==> config.mk <==
export PLATFORM = sky130hd
export DESIGN_NAME = apr_regs
export DESIGN_NICKNAME = d
export VERILOG_FILES = /design/src/apr_pkg.sv /design/src/apr_latch_flag.sv /design/src/apr_test_gen.sv /design/src/apr_regs.sv
export VERILOG_INCLUDE_DIRS = /design/src
export SDC_FILE = /design/constraint.sdc
export NUM_CORES = 1
export LEC_CHECK = 0
export ABC_AREA = 1
export BUFFER_PORTS_ARGS = -buffer_cell sky130_fd_sc_hd__buf_2
export CAP_MARGIN = 20
export CORE_MARGIN = 4
export CORE_UTILIZATION = 40
export CTS_BUF_LIST = sky130_fd_sc_hd__clkbuf_4 sky130_fd_sc_hd__clkbuf_8
export CTS_CLUSTER_SIZE = 8
export DETAILED_ROUTE_END_ITERATION = 10
export PLACE_DENSITY = 0.67
export SLEW_MARGIN = 40
export SYNTH_ARGS = -nofsm -noshare
export SYNTH_HDL_FRONTEND = slang
export SYNTH_SLANG_ARGS = --single-unit
==> constraint.sdc <==
create_clock -name i_clk_sys -period 1.5 [get_ports i_clk_sys]
set_clock_uncertainty 0.2 [all_clocks]
set_input_delay 0.075 -clock i_clk_sys [delete_from_list [all_inputs] [get_ports i_clk_sys]]
set_output_delay 0.075 -clock i_clk_sys [all_outputs]
set_load 0.01 [all_outputs]
==> src/apr_defines.svh <==
// Purpose: Offsets, field positions, reset values and timing counts of the page register group.
// Assumes: Sixteen-bit registers, word index addressing per port.
// Notes: Definitions only.
`ifndef APR_DEFINES_SVH
`define APR_DEFINES_SVH
`define APR_OFF_EXP 5'h06
`define APR_OFF_NPTX 5'h07
`define APR_OFF_LPNP 5'h08
`define APR_OFF_GCTL 5'h09
`define APR_OFF_PORT_STAT 5'h1E
`define APR_EXP_PDF 4
`define APR_EXP_LPNPA 3
`define APR_EXP_NPA 2
`define APR_EXP_PRX 1
`define APR_EXP_LPANA 0
`define APR_NP_NEXT 15
`define APR_NP_ACK 14
`define APR_NP_MSG 13
`define APR_NP_ACK2 12
`define APR_NP_TOG 11
`define APR_NP_MSGF_HI 10
`define APR_GC_TEST_HI 15
`define APR_GC_TEST_LO 13
`define APR_GC_MSEN 12
`define APR_GC_MSVAL 11
`define APR_GC_PTYPE 10
`define APR_GC_FD 9
`define APR_GC_HD 8
`define APR_NPTX_RST 16'h2001
`define APR_GCTL_RST 16'h0700
`define APR_EXP_RSVD_RST 11'h000
`define APR_CLK_MHZ 25
`define APR_PAGE_NS 16
`define APR_PAGE_CYC ((`APR_PAGE_NS * `APR_CLK_MHZ + 999) / 1000 < 1 ? 1 : (`APR_PAGE_NS * `APR_CLK_MHZ + 999) / 1000)
`endif

==> src/apr_pkg.sv <==
// Purpose: Types shared by the page register group.
// Assumes: Nothing beyond the defines header.
// Notes: Types only.
`default_nettype none
package apr_pkg;
   typedef enum logic [2:0] {
      APR_TM_NORMAL = 3'h0,
      APR_TM_WAVE = 3'h1,
      APR_TM_JIT_M = 3'h2,
      APR_TM_JIT_S = 3'h3,
      APR_TM_DIST = 3'h4
   } apr_test_t;
   typedef enum logic [2:0] {
      APR_MS_AUTO = 3'b001,
      APR_MS_MASTER = 3'b010,
      APR_MS_SLAVE = 3'b100
   } apr_ms_t;
endpackage
`default_nettype wire

==> src/apr_latch_flag.sv <==
// Purpose: One latch-high status bit that holds an event until software reads it.
// Assumes: Read strobe is one cycle long.
// Notes: A new event in the read cycle wins over the clear.
`timescale 1ns/10ps
`default_nettype none
module apr_latch_flag (
   input wire logic i_clk_sys,
   input wire logic i_rstn,
   input wire logic i_event,
   input wire logic i_rd_clr,
   output logic o_flag
);
   logic flag_r;
   always_ff @(posedge i_clk_sys) begin
      if (!i_rstn) begin
         flag_r <= 1'b0;
      end else if (i_event) begin
         flag_r <= 1'b1;
      end else if (i_rd_clr) begin
         flag_r <= 1'b0;
      end
   end
   assign o_flag = flag_r | i_event;
endmodule // apr_latch_flag
`default_nettype wire

==> src/apr_test_gen.sv <==
// Purpose: Drives a per-pair test pattern while a gigabit test mode is selected.
// Assumes: Pattern is symbolic; the analog front end shapes the waveform.
// Notes: Runs without any link partner.
`timescale 1ns/10ps
`default_nettype none
module apr_test_gen #(
   parameter int PAIRS = 4
) (
   input wire logic i_clk_sys,
   input wire logic i_rstn,
   input wire apr_pkg::apr_test_t i_mode,
   output logic [PAIRS-1:0] o_pair_tx,
   output logic o_active
);
   import apr_pkg::*;
   logic [7:0] lfsr_r;
   logic [PAIRS-1:0] pair_r;
   always_ff @(posedge i_clk_sys) begin
      if (!i_rstn || i_mode == APR_TM_NORMAL) begin
         lfsr_r <= 8'h01;
      end else begin
         lfsr_r <= {lfsr_r[6:0], lfsr_r[7] ^ lfsr_r[5] ^ lfsr_r[4] ^ lfsr_r[3]};
      end
   end
   genvar g;
   generate
      for (g = 0; g < PAIRS; g++) begin : g_pair
         always_ff @(posedge i_clk_sys) begin
            if (!i_rstn || i_mode == APR_TM_NORMAL) begin
               pair_r[g] <= 1'b0;
            end else begin
               pair_r[g] <= lfsr_r[g] ^ (i_mode == APR_TM_JIT_S);
            end
         end
      end
   endgenerate
   assign o_pair_tx = pair_r;
   assign o_active = (i_mode != APR_TM_NORMAL);
endmodule // apr_test_gen
`default_nettype wire

==> src/apr_regs.sv <==
// Purpose: Auto-negotiation expansion, next-page and gigabit control registers of one copper port.
// Assumes: One instance per port; the port number in the address picks the instance outside.
// Notes: Register index is the low address; read data stands one cycle after the read strobe.
//
// Strobed register access was decided locally.
`timescale 1ns/10ps
`default_nettype none
`include "apr_defines.svh"
module apr_regs #(
   parameter int PAIRS = 4,
   parameter int AW = 5
) (
   input wire logic i_clk_sys,
   input wire logic i_rstn,
   input wire logic [AW-1:0] i_addr,
   input wire logic [15:0] i_wdata,
   input wire logic i_wr,
   input wire logic i_rd,
   output logic [15:0] o_rdata,
   input wire logic i_pd_fault,
   input wire logic i_lp_np_able,
   input wire logic i_lp_an_able,
   input wire logic i_page_rx,
   input wire logic [15:0] i_lp_np_word,
   input wire logic i_np_sent,
   input wire logic i_gig_forced,
   output logic [15:0] o_np_tx_word,
   output logic o_adv_fd,
   output logic o_adv_hd,
   output logic o_port_pref_master,
   output apr_pkg::apr_ms_t o_ms_mode,
   output apr_pkg::apr_test_t o_test_mode,
   output logic o_test_active,
   output logic [PAIRS-1:0] o_pair_tx
);
   import apr_pkg::*;

   logic [15:0] nptx_r;
   logic tog_r;
   logic [15:0] lpnp_r;
   logic [15:0] gctl_r;
   logic [15:0] rdata_r;
   logic pdf_flag;
   logic prx_flag;
   logic rd_exp;
   logic [15:0] exp_val;
   apr_ms_t ms_r;
   apr_test_t test_eff;

   // Only the register index is decoded here; the port number is decoded outside, one instance per port.
   function automatic logic hit(input logic [AW-1:0] a, input logic [AW-1:0] off);
      hit = (a == off);
   endfunction

   assign rd_exp = i_rd && hit(i_addr, AW'(`APR_OFF_EXP));

   // Reading the expansion register clears both latched flags together.
   apr_latch_flag u_pdf (
      .i_clk_sys(i_clk_sys),
      .i_rstn(i_rstn),
      .i_event(i_pd_fault),
      .i_rd_clr(rd_exp),
      .o_flag(pdf_flag)
   );
   apr_latch_flag u_prx (
      .i_clk_sys(i_clk_sys),
      .i_rstn(i_rstn),
      .i_event(i_page_rx),
      .i_rd_clr(rd_exp),
      .o_flag(prx_flag)
   );

   always_comb begin
      exp_val = 16'h0000;
      exp_val[`APR_EXP_PDF] = pdf_flag;
      exp_val[`APR_EXP_LPNPA] = i_lp_np_able;
      exp_val[`APR_EXP_NPA] = 1'b1;
      exp_val[`APR_EXP_PRX] = prx_flag;
      exp_val[`APR_EXP_LPANA] = i_lp_an_able;
   end

   // Writable next-page fields; bit 14 and the toggle are not stored from software.
   always_ff @(posedge i_clk_sys) begin
      if (!i_rstn) begin
         nptx_r <= `APR_NPTX_RST;
      end else if (i_wr && hit(i_addr, AW'(`APR_OFF_NPTX))) begin
         nptx_r[`APR_NP_NEXT] <= i_wdata[`APR_NP_NEXT];
         nptx_r[`APR_NP_MSG] <= i_wdata[`APR_NP_MSG];
         nptx_r[`APR_NP_ACK2] <= i_wdata[`APR_NP_ACK2];
         nptx_r[`APR_NP_MSGF_HI:0] <= i_wdata[`APR_NP_MSGF_HI:0];
      end
   end

   // The toggle follows each sent page so the next word alternates.
   always_ff @(posedge i_clk_sys) begin
      if (!i_rstn) begin
         tog_r <= 1'b0;
      end else if (i_np_sent) begin
         tog_r <= ~tog_r;
      end
   end

   always_comb begin
      o_np_tx_word = nptx_r;
      o_np_tx_word[`APR_NP_ACK] = 1'b0;
      o_np_tx_word[`APR_NP_TOG] = tog_r;
   end

   // Partner word captured on each received page, with its toggle bit 11 stored inverted.
   always_ff @(posedge i_clk_sys) begin
      if (!i_rstn) begin
         lpnp_r <= 16'h0000;
      end else if (i_page_rx) begin
         lpnp_r <= i_lp_np_word;
         lpnp_r[`APR_NP_TOG] <= ~i_lp_np_word[`APR_NP_TOG];
      end
   end

   // Reserved test codes are kept as written but behave as normal operation.
   always_ff @(posedge i_clk_sys) begin
      if (!i_rstn) begin
         gctl_r <= `APR_GCTL_RST;
      end else if (i_wr && hit(i_addr, AW'(`APR_OFF_GCTL))) begin
         gctl_r[15:8] <= i_wdata[15:8];
      end
   end

   always_comb begin
      test_eff = APR_TM_NORMAL;
      if (i_gig_forced && gctl_r[`APR_GC_TEST_HI:`APR_GC_TEST_LO] <= 3'h4) begin
         test_eff = apr_test_t'(gctl_r[`APR_GC_TEST_HI:`APR_GC_TEST_LO]);
      end
   end

   always_ff @(posedge i_clk_sys) begin
      if (!i_rstn) begin
         ms_r <= APR_MS_AUTO;
      end else begin
         case (gctl_r[`APR_GC_MSEN:`APR_GC_MSVAL])
            2'b11: ms_r <= APR_MS_MASTER;
            2'b10: ms_r <= APR_MS_SLAVE;
            default: ms_r <= APR_MS_AUTO;
         endcase
      end
   end

   assign o_ms_mode = ms_r;
   assign o_port_pref_master = gctl_r[`APR_GC_PTYPE] & ~gctl_r[`APR_GC_MSEN];
   assign o_adv_fd = gctl_r[`APR_GC_FD];
   assign o_adv_hd = gctl_r[`APR_GC_HD];
   assign o_test_mode = test_eff;

   apr_test_gen #(.PAIRS(PAIRS)) u_tgen (
      .i_clk_sys(i_clk_sys),
      .i_rstn(i_rstn),
      .i_mode(test_eff),
      .o_pair_tx(o_pair_tx),
      .o_active(o_test_active)
   );

   // Unmapped offsets read zero; the status word is an extra view of live state.
   always_ff @(posedge i_clk_sys) begin
      if (!i_rstn) begin
         rdata_r <= 16'h0000;
      end else if (i_rd) begin
         if (hit(i_addr, AW'(`APR_OFF_EXP))) begin
            rdata_r <= exp_val;
         end else if (hit(i_addr, AW'(`APR_OFF_NPTX))) begin
            rdata_r <= o_np_tx_word;
         end else if (hit(i_addr, AW'(`APR_OFF_LPNP))) begin
            rdata_r <= lpnp_r;
         end else if (hit(i_addr, AW'(`APR_OFF_GCTL))) begin
            rdata_r <= {gctl_r[15:8], 8'h00};
         end else if (hit(i_addr, AW'(`APR_OFF_PORT_STAT))) begin
            // Eight zero bits, active, forced, three test bits and three mode bits fill the word exactly.
            rdata_r <= {8'h00, o_test_active, i_gig_forced, test_eff, ms_r};
         end else begin
            rdata_r <= 16'h0000;
         end
      end
   end
   assign o_rdata = rdata_r;

   reg_rst_a: assert property (@(posedge i_clk_sys) !i_rstn |=> nptx_r == 16'h2001 && gctl_r == 16'h0700)
      else $error("Register reset values wrong.");
   exp_rsvd_a: assert property (@(posedge i_clk_sys) disable iff (!i_rstn)
      $past(rd_exp) |-> o_rdata[15:5] == 11'h000 && o_rdata[2]) else $error("Expansion reserved or bit 2 wrong.");
   pdf_hold_a: assert property (@(posedge i_clk_sys) disable iff (!i_rstn)
      i_pd_fault ##1 (!rd_exp)[*2] |-> pdf_flag) else $error("Fault flag not held.");
   prx_read_a: assert property (@(posedge i_clk_sys) disable iff (!i_rstn)
      i_page_rx && !rd_exp ##1 rd_exp |=> o_rdata[1]) else $error("Page flag lost before read.");
   prx_clear_a: assert property (@(posedge i_clk_sys) disable iff (!i_rstn)
      rd_exp && !i_page_rx ##1 !i_page_rx |-> !prx_flag) else $error("Page flag not cleared by read.");
   lp_tog_a: assert property (@(posedge i_clk_sys) disable iff (!i_rstn)
      i_page_rx |=> lpnp_r[11] != $past(i_lp_np_word[11]) && lpnp_r[10:0] == $past(i_lp_np_word[10:0]))
      else $error("Partner word capture wrong.");
   tog_flip_a: assert property (@(posedge i_clk_sys) disable iff (!i_rstn)
      i_np_sent |=> o_np_tx_word[11] != $past(o_np_tx_word[11])) else $error("Toggle did not flip.");
   ms_force_a: assert property (@(posedge i_clk_sys) disable iff (!i_rstn)
      gctl_r[12] && gctl_r[11] ##1 $stable(gctl_r[12:11]) |-> ms_r == APR_MS_MASTER)
      else $error("Manual master not applied.");
   test_gate_a: assert property (@(posedge i_clk_sys) disable iff (!i_rstn)
      !i_gig_forced || gctl_r[15:13] > 3'h4 |-> !o_test_active) else $error("Test mode without forcing.");
   test_pairs_a: assert property (@(posedge i_clk_sys) disable iff (!i_rstn)
      test_eff == APR_TM_NORMAL |=> o_pair_tx == '0) else $error("Pairs active in normal mode.");

   pdf_cov_c: cover property (@(posedge i_clk_sys) i_pd_fault ##[1:4] rd_exp);
   page_cov_c: cover property (@(posedge i_clk_sys) i_page_rx ##1 i_np_sent);
   test_cov_c: cover property (@(posedge i_clk_sys) o_test_active [*3]);
   ms_cov_c: cover property (@(posedge i_clk_sys) ms_r == APR_MS_SLAVE);
endmodule // apr_regs
`default_nettype wire

Word level (Yosys, flattened, before mapping) --
Index checks and enable logic that the tools add are counted.
Word-level totals: flip-flop bits (word level) 72, input port bits 47, output and inout bits 46
Operators by class: magnitude comparators 1, eq/ne operators 8, muxes and demuxes 10, bitwise logic cells 13, reduce and logical (&&, ||, !) cells 10
Operator list (count):
- 16-bit two-way mux | 4
- 5-bit by 3-bit == test with 1-bit output, second input constant | 2
- 5-bit by 4-bit == test with 1-bit output, second input constant | 2
- 8-bit two-way mux | 1
- 1-bit bitwise XOR | 7
- 3-bit one-hot mux with 2 select lines | 1
- 5-bit == test, second input constant | 1
- 2-bit == test, second input constant | 2
- 1-bit logical AND | 4
- 2-bit nonzero test | 2
- 3-bit by 2-bit == test with 1-bit output, second input constant | 1
- 3-bit less-or-equal comparator, second input constant | 1
- 3-bit zero test | 1
- 1-bit two-way mux | 3
- 3-bit two-way mux | 1
- 1-bit inverter | 3
- 3-bit nonzero test | 1
- 1-bit OR | 2
- 1-bit bitwise AND | 1
- 1-bit zero test | 1
- 1-bit logical OR | 1

Depth between registers and ports, before layout --
depth in word-level cells 9, mapped depth 9, depth with buffers taken out 9

Hierarchy --
From an unflattened synthesis, not the netlist that was laid out.
Second synthesis, totals: cell total of the unflattened synthesis 448, area, all modules 3183.1 um^2
By module, submodules not included:
- apr_regs | times used 1, cells an instance 368, area each 2615.0 um^2, sequential area each 1161.1 um^2
- apr_test_gen | times used 1, cells an instance 66, area each 483.0 um^2, sequential area each 240.2 um^2
- apr_latch_flag | times used 2, cells an instance 7, area each 42.5 um^2, sequential area each 20.0 um^2

Least setup slack after synthesis --
OpenSTA, ideal clock, no wires.
path kind register to register, start register gctl_r[15], end register u_tgen.pair_r[0] (netlist: u_tgen.o_pair_tx[0]), library setup time 64 ps, arrival time 1117 ps, required time 1236 ps, path slack 119 ps, stages on the path, launching flop included 7, cells stage by stage dfxtp_1 -> inv_1 -> nand2_1 -> nor2_1 -> nand2_1 -> xor2_1 -> nor2_1
On the way: longest elaborated chain between the ends 5
Ends and longest elaborated chain:
- from (decl) | line apr_regs.sv:41 | logic [15:0] gctl_r;
- from (signal assigned) | line apr_regs.sv:122 | gctl_r <= `APR_GCTL_RST;
- from (signal assigned) | line apr_regs.sv:124 | gctl_r[15:8] <= i_wdata[15:8];
- 3-bit less-or-equal comparator (*) | line apr_regs.sv:130 | if (i_gig_forced && gctl_r[`APR_GC_TEST_HI:`APR_GC_TEST_LO] <= 3'h4) begin
- 1-bit logical AND (*) | line apr_regs.sv:130
- 3-bit two-way mux (*) | line apr_regs.sv:130
- named net o_test_mode[0] | line apr_regs.sv:32 | output apr_pkg::apr_test_t o_test_mode,
- 3-bit by 2-bit == test with 1-bit output / 3-bit zero test (equally long branches) | line apr_test_gen.sv:32, apr_test_gen.sv:29
- 1-bit bitwise XOR / 1-bit logical OR (equally long branches) | line apr_test_gen.sv:32, apr_test_gen.sv:29
- to (signal, indexed assignment) | line apr_test_gen.sv:32 | pair_r[g] <= lfsr_r[g] ^ (i_mode == APR_TM_JIT_S);
- to (decl) | line apr_test_gen.sv:17 | logic [PAIRS-1:0] pair_r;
The timed path passes the listed nets; every way through them passes the cells marked *. A chain may end at the register's enable or synchronous reset.

Worst setup path in the final report --
start register gctl_r[14], end output port o_test_mode[1]
On the way: longest elaborated chain between the ends 3
Ends and longest elaborated chain (line):
- 3-bit less-or-equal comparator | apr_regs.sv:130
- 1-bit logical AND | apr_regs.sv:130
- 3-bit two-way mux (*) | apr_regs.sv:130
- to (decl) | apr_regs.sv:32
Mark *: on every way between the ends. The rest lies on a longest branch, timed or not.

==> results.json <==
{
  "swShare": 0.2239,
  "arrival_ns": 1.24,
  "grt_pass1_wl_um": 14480,
  "area_growth_pct": 47.79,
  "pwr-share-comb": 0.111,
  "fp-row-count": 31,
  "die_h_um": 96.18,
  "path_clk_slew_ns": 0.07,
  "synth-edff-count": 0,
  "setup_viol": 1,
  "max_stage_delay_ns": 0.32,
  "dr.pass1.iters": 5,
  "highest_layer": "met4",
  "yosysMostFrequentCell": "nor2_1",
  "hold_slack_ns": -0.007185,
  "crit_top_cell": "inv_2",
  "p_per_area_mw_per_mm2": 945.8,
  "core_mm2": 0.007408,
  "wl_per_cell_um": 13.96,
  "grt_pass1_vias": 3017,
  "grt.total_usage": 0.2049,
  "p_int_uw": 3374,
  "gp_congestion": 0.9351,
  "worstPathMaxFanout": 4,
  "rsz0062_at_grt": "yes",
  "hold_viol": 1,
  "diodes": 0,
  "synth_seq_area_share": 0.4634,
  "critPathRequiredTime_ns": 1.22,
  "place_inst": 602,
  "nets": 624,
  "timing.setup.tns_ns": -0.01687,
  "ant_nets": 0,
  "ys_seq_elements": 72,
  "fin_util": 0.6205,
  "slowest_stage": "dfxtp_2",
  "h-tree-depth": 3,
  "fin_cells": 681,
  "initialDrtViolationCount": 245,
  "start_util": 0.4199,
  "die_area_mm2": 0.009251,
  "met2_length_um": 4300,
  "cts_tree": "built",
  "setup_ws_ns": -0.01687,
  "critical_path_class": "register to output pin",
  "status": "complete, but fails checks",
  "fillers": 674,
  "cts-root-buf": "clkbuf_8",
  "endpoint_kind": "output pin",
  "p_seq_frac": 0.459,
  "vias_per_cell": 4.858,
  "cts_inserted_buffers": 9,
  "port_buffers": 91,
  "grt_max_degree": 33,
  "p_switching_uw": 973.3,
  "synth_cell_types": 29,
  "synth_ff_type": "dfxtp_1",
  "clk_path_buf_depth": 2,
  "drc": 0,
  "clock_latency_ns": 0.34,
  "overflow": 0,
  "synthCells": 420,
  "wl_met3_um": 770,
  "dp_hpwl_um": 6628,
  "synth_top_area_share": 0.4634,
  "syn_area_per_cell_um2": 7.406,
  "p_leak_uw": 0.002133,
  "clock-sinks": 72,
  "die_w_um": 96.18,
  "min_path_type": "primary input to register",
  "num_vias": 3308,
  "syn-num-nets": 467,
  "synthTopCellsByArea": "dfxtp_1 (46%), nor2_1 (9.4%), nand2_1 (7.1%)",
  "fmax_ghz": 0.6593,
  "io_pins": 93,
  "dpl_cell_area_mm2": 0.003679,
  "wl_um": 9506,
  "ir_worst_vdd_v": 0.0005163,
  "synthTopCellsByCount": "nor2_1 (78), dfxtp_1 (72), nand2_1 (59), inv_1 (41), a21oi_1 (32)",
  "yosys_warnings": 0,
  "yosysTopAreaCell": "dfxtp_1",
  "antenna_found_initial": 0,
  "drt-met1-wl_um": 4314,
  "drive_above_1_share": 0.2852,
  "fin_crit_ns": 1.517,
  "finalCritPeriodShare": 1.011,
  "stdcell_area_mm2": 0.004597,
  "cap_viol_max_count": 0,
  "syn-cell-area_mm2": 0.003110,
  "cp-start-kind": "register",
  "synthArstFlopShare": 0,
  "violations": "hold timing, setup timing",
  "cp_cell_sequence": "inv_2 -> nand2_2 -> a21oi_4 -> inv_2 -> nor2_1 -> buf_2",
  "clkPwrFrac": 0.430,
  "slew_violations": 0
}
[worst max-delay path: cells and delay by family (launching register included)]
family                 cells  cell delay [ns]
AO/OA/AOI/OAI              1             0.17
buffers and inverters      3             0.25
flip-flops                 1             0.32
AND/OR/NAND/NOR            2             0.17
[power groups by stage]
stage | Sequential (µW) | Clock, µW | Combinational (µW)
global placement | 2040 | 0 | 330
floorplan | 2030 | 0 | 190
global route | 2000 | 1990 | 533
detailed placement | 2040 | 0 | 333
CTS | 1990 | 1910 | 447
finish | 2000 | 1870 | 482
[worst paths after layout]
kind	slack, ns	end	start	cells past startpoint
max	-0.02	o_test_mode[1]	gctl_r[14]	6
min	-0.007	lpnp_r[9]	i_page_rx	3
max reg2reg	0.07	lpnp_r[0]	lpnp_r[0]	3
min reg2reg	0.22	u_tgen.lfsr_r[7]	u_tgen.lfsr_r[6]	2
[what timing repair did]
item,4_1_cts,5_1_grt
gates cloned,0,0
gates resized for setup,6,20
pin swaps,4,6
endpoints found under the hold margin,47,3
setup buffers,6,4
hold buffers,51,3
setup endpoints to repair,3,16
[logic make-up after synthesis]
family,Yosys count,share of synthesized area
simple gates,181,0.2627
xor+xnor,8,0.02252
other cells,1,0.001206
flops,72,0.4634
buf+inv,72,0.1038
compound gates,86,0.1464
[cells in the final DEF, fill, tap and decap left out, types with 9 or more instances in the layout]
cell	synthesis	routed
a21oi_1	32	32
buf_2	4	89
buf_4	4	23
clkbuf_8	0	10
dfxtp_1	72	69
dlygate4sd3_1	0	53
inv_1	41	36
inv_2	6	9
nand2_1	59	56
nand3_1	13	12
nand4_1	22	22
nor2_1	78	76
o21ai_0	30	27
o21ai_1	16	19
[registers in the layout (all words and copies together) (netlist names)]
register	count
tog_r	1
o_ms_mode	3
u_pdf.flag_r	1
nptx_r	14
o_rdata	16
u_tgen.o_pair_tx	4
lpnp_r	16
gctl_r	8
u_prx.flag_r	1
u_tgen.lfsr_r	8
[per-layer routing]
layer / track usage / vias to the layer above
met1: 0.2876 / 1482
met2: 0.3111 / 138
li1: - / 1673
met5: 0 / -
met4: 0.07701 / 0
met3: 0.03753 / 15
[cell type report]
type | count | area, µm² | share of cell area
repair buffers | 169 | 1202 | 0.2616
flip-flops and latches | 72 | 1445 | 0.3144
multi-input cells | 276 | 1384 | 0.3010
inverters | 49 | 192.7 | 0.04192
clock inverters | 5 | 103.9 | 0.02259
well taps | 99 | 123.9 | 0.02695
clock buffers | 11 | 145.1 | 0.03157
[through the flow]
step	setup WS, ns	hold WS [ns]	power (µW)
after detailed placement	0.04839	0.06135	2371
final	-0.01687	-0.007185	4348
after CTS	-0.02404	0.00007805	4352
after floorplan	0.1192	-0.03036	2221
after global routing	-0.1257	0.02371	4517
after global placement	0.07027	0.05390	2367
No activity file was read; power rests on OpenSTA's default activity.
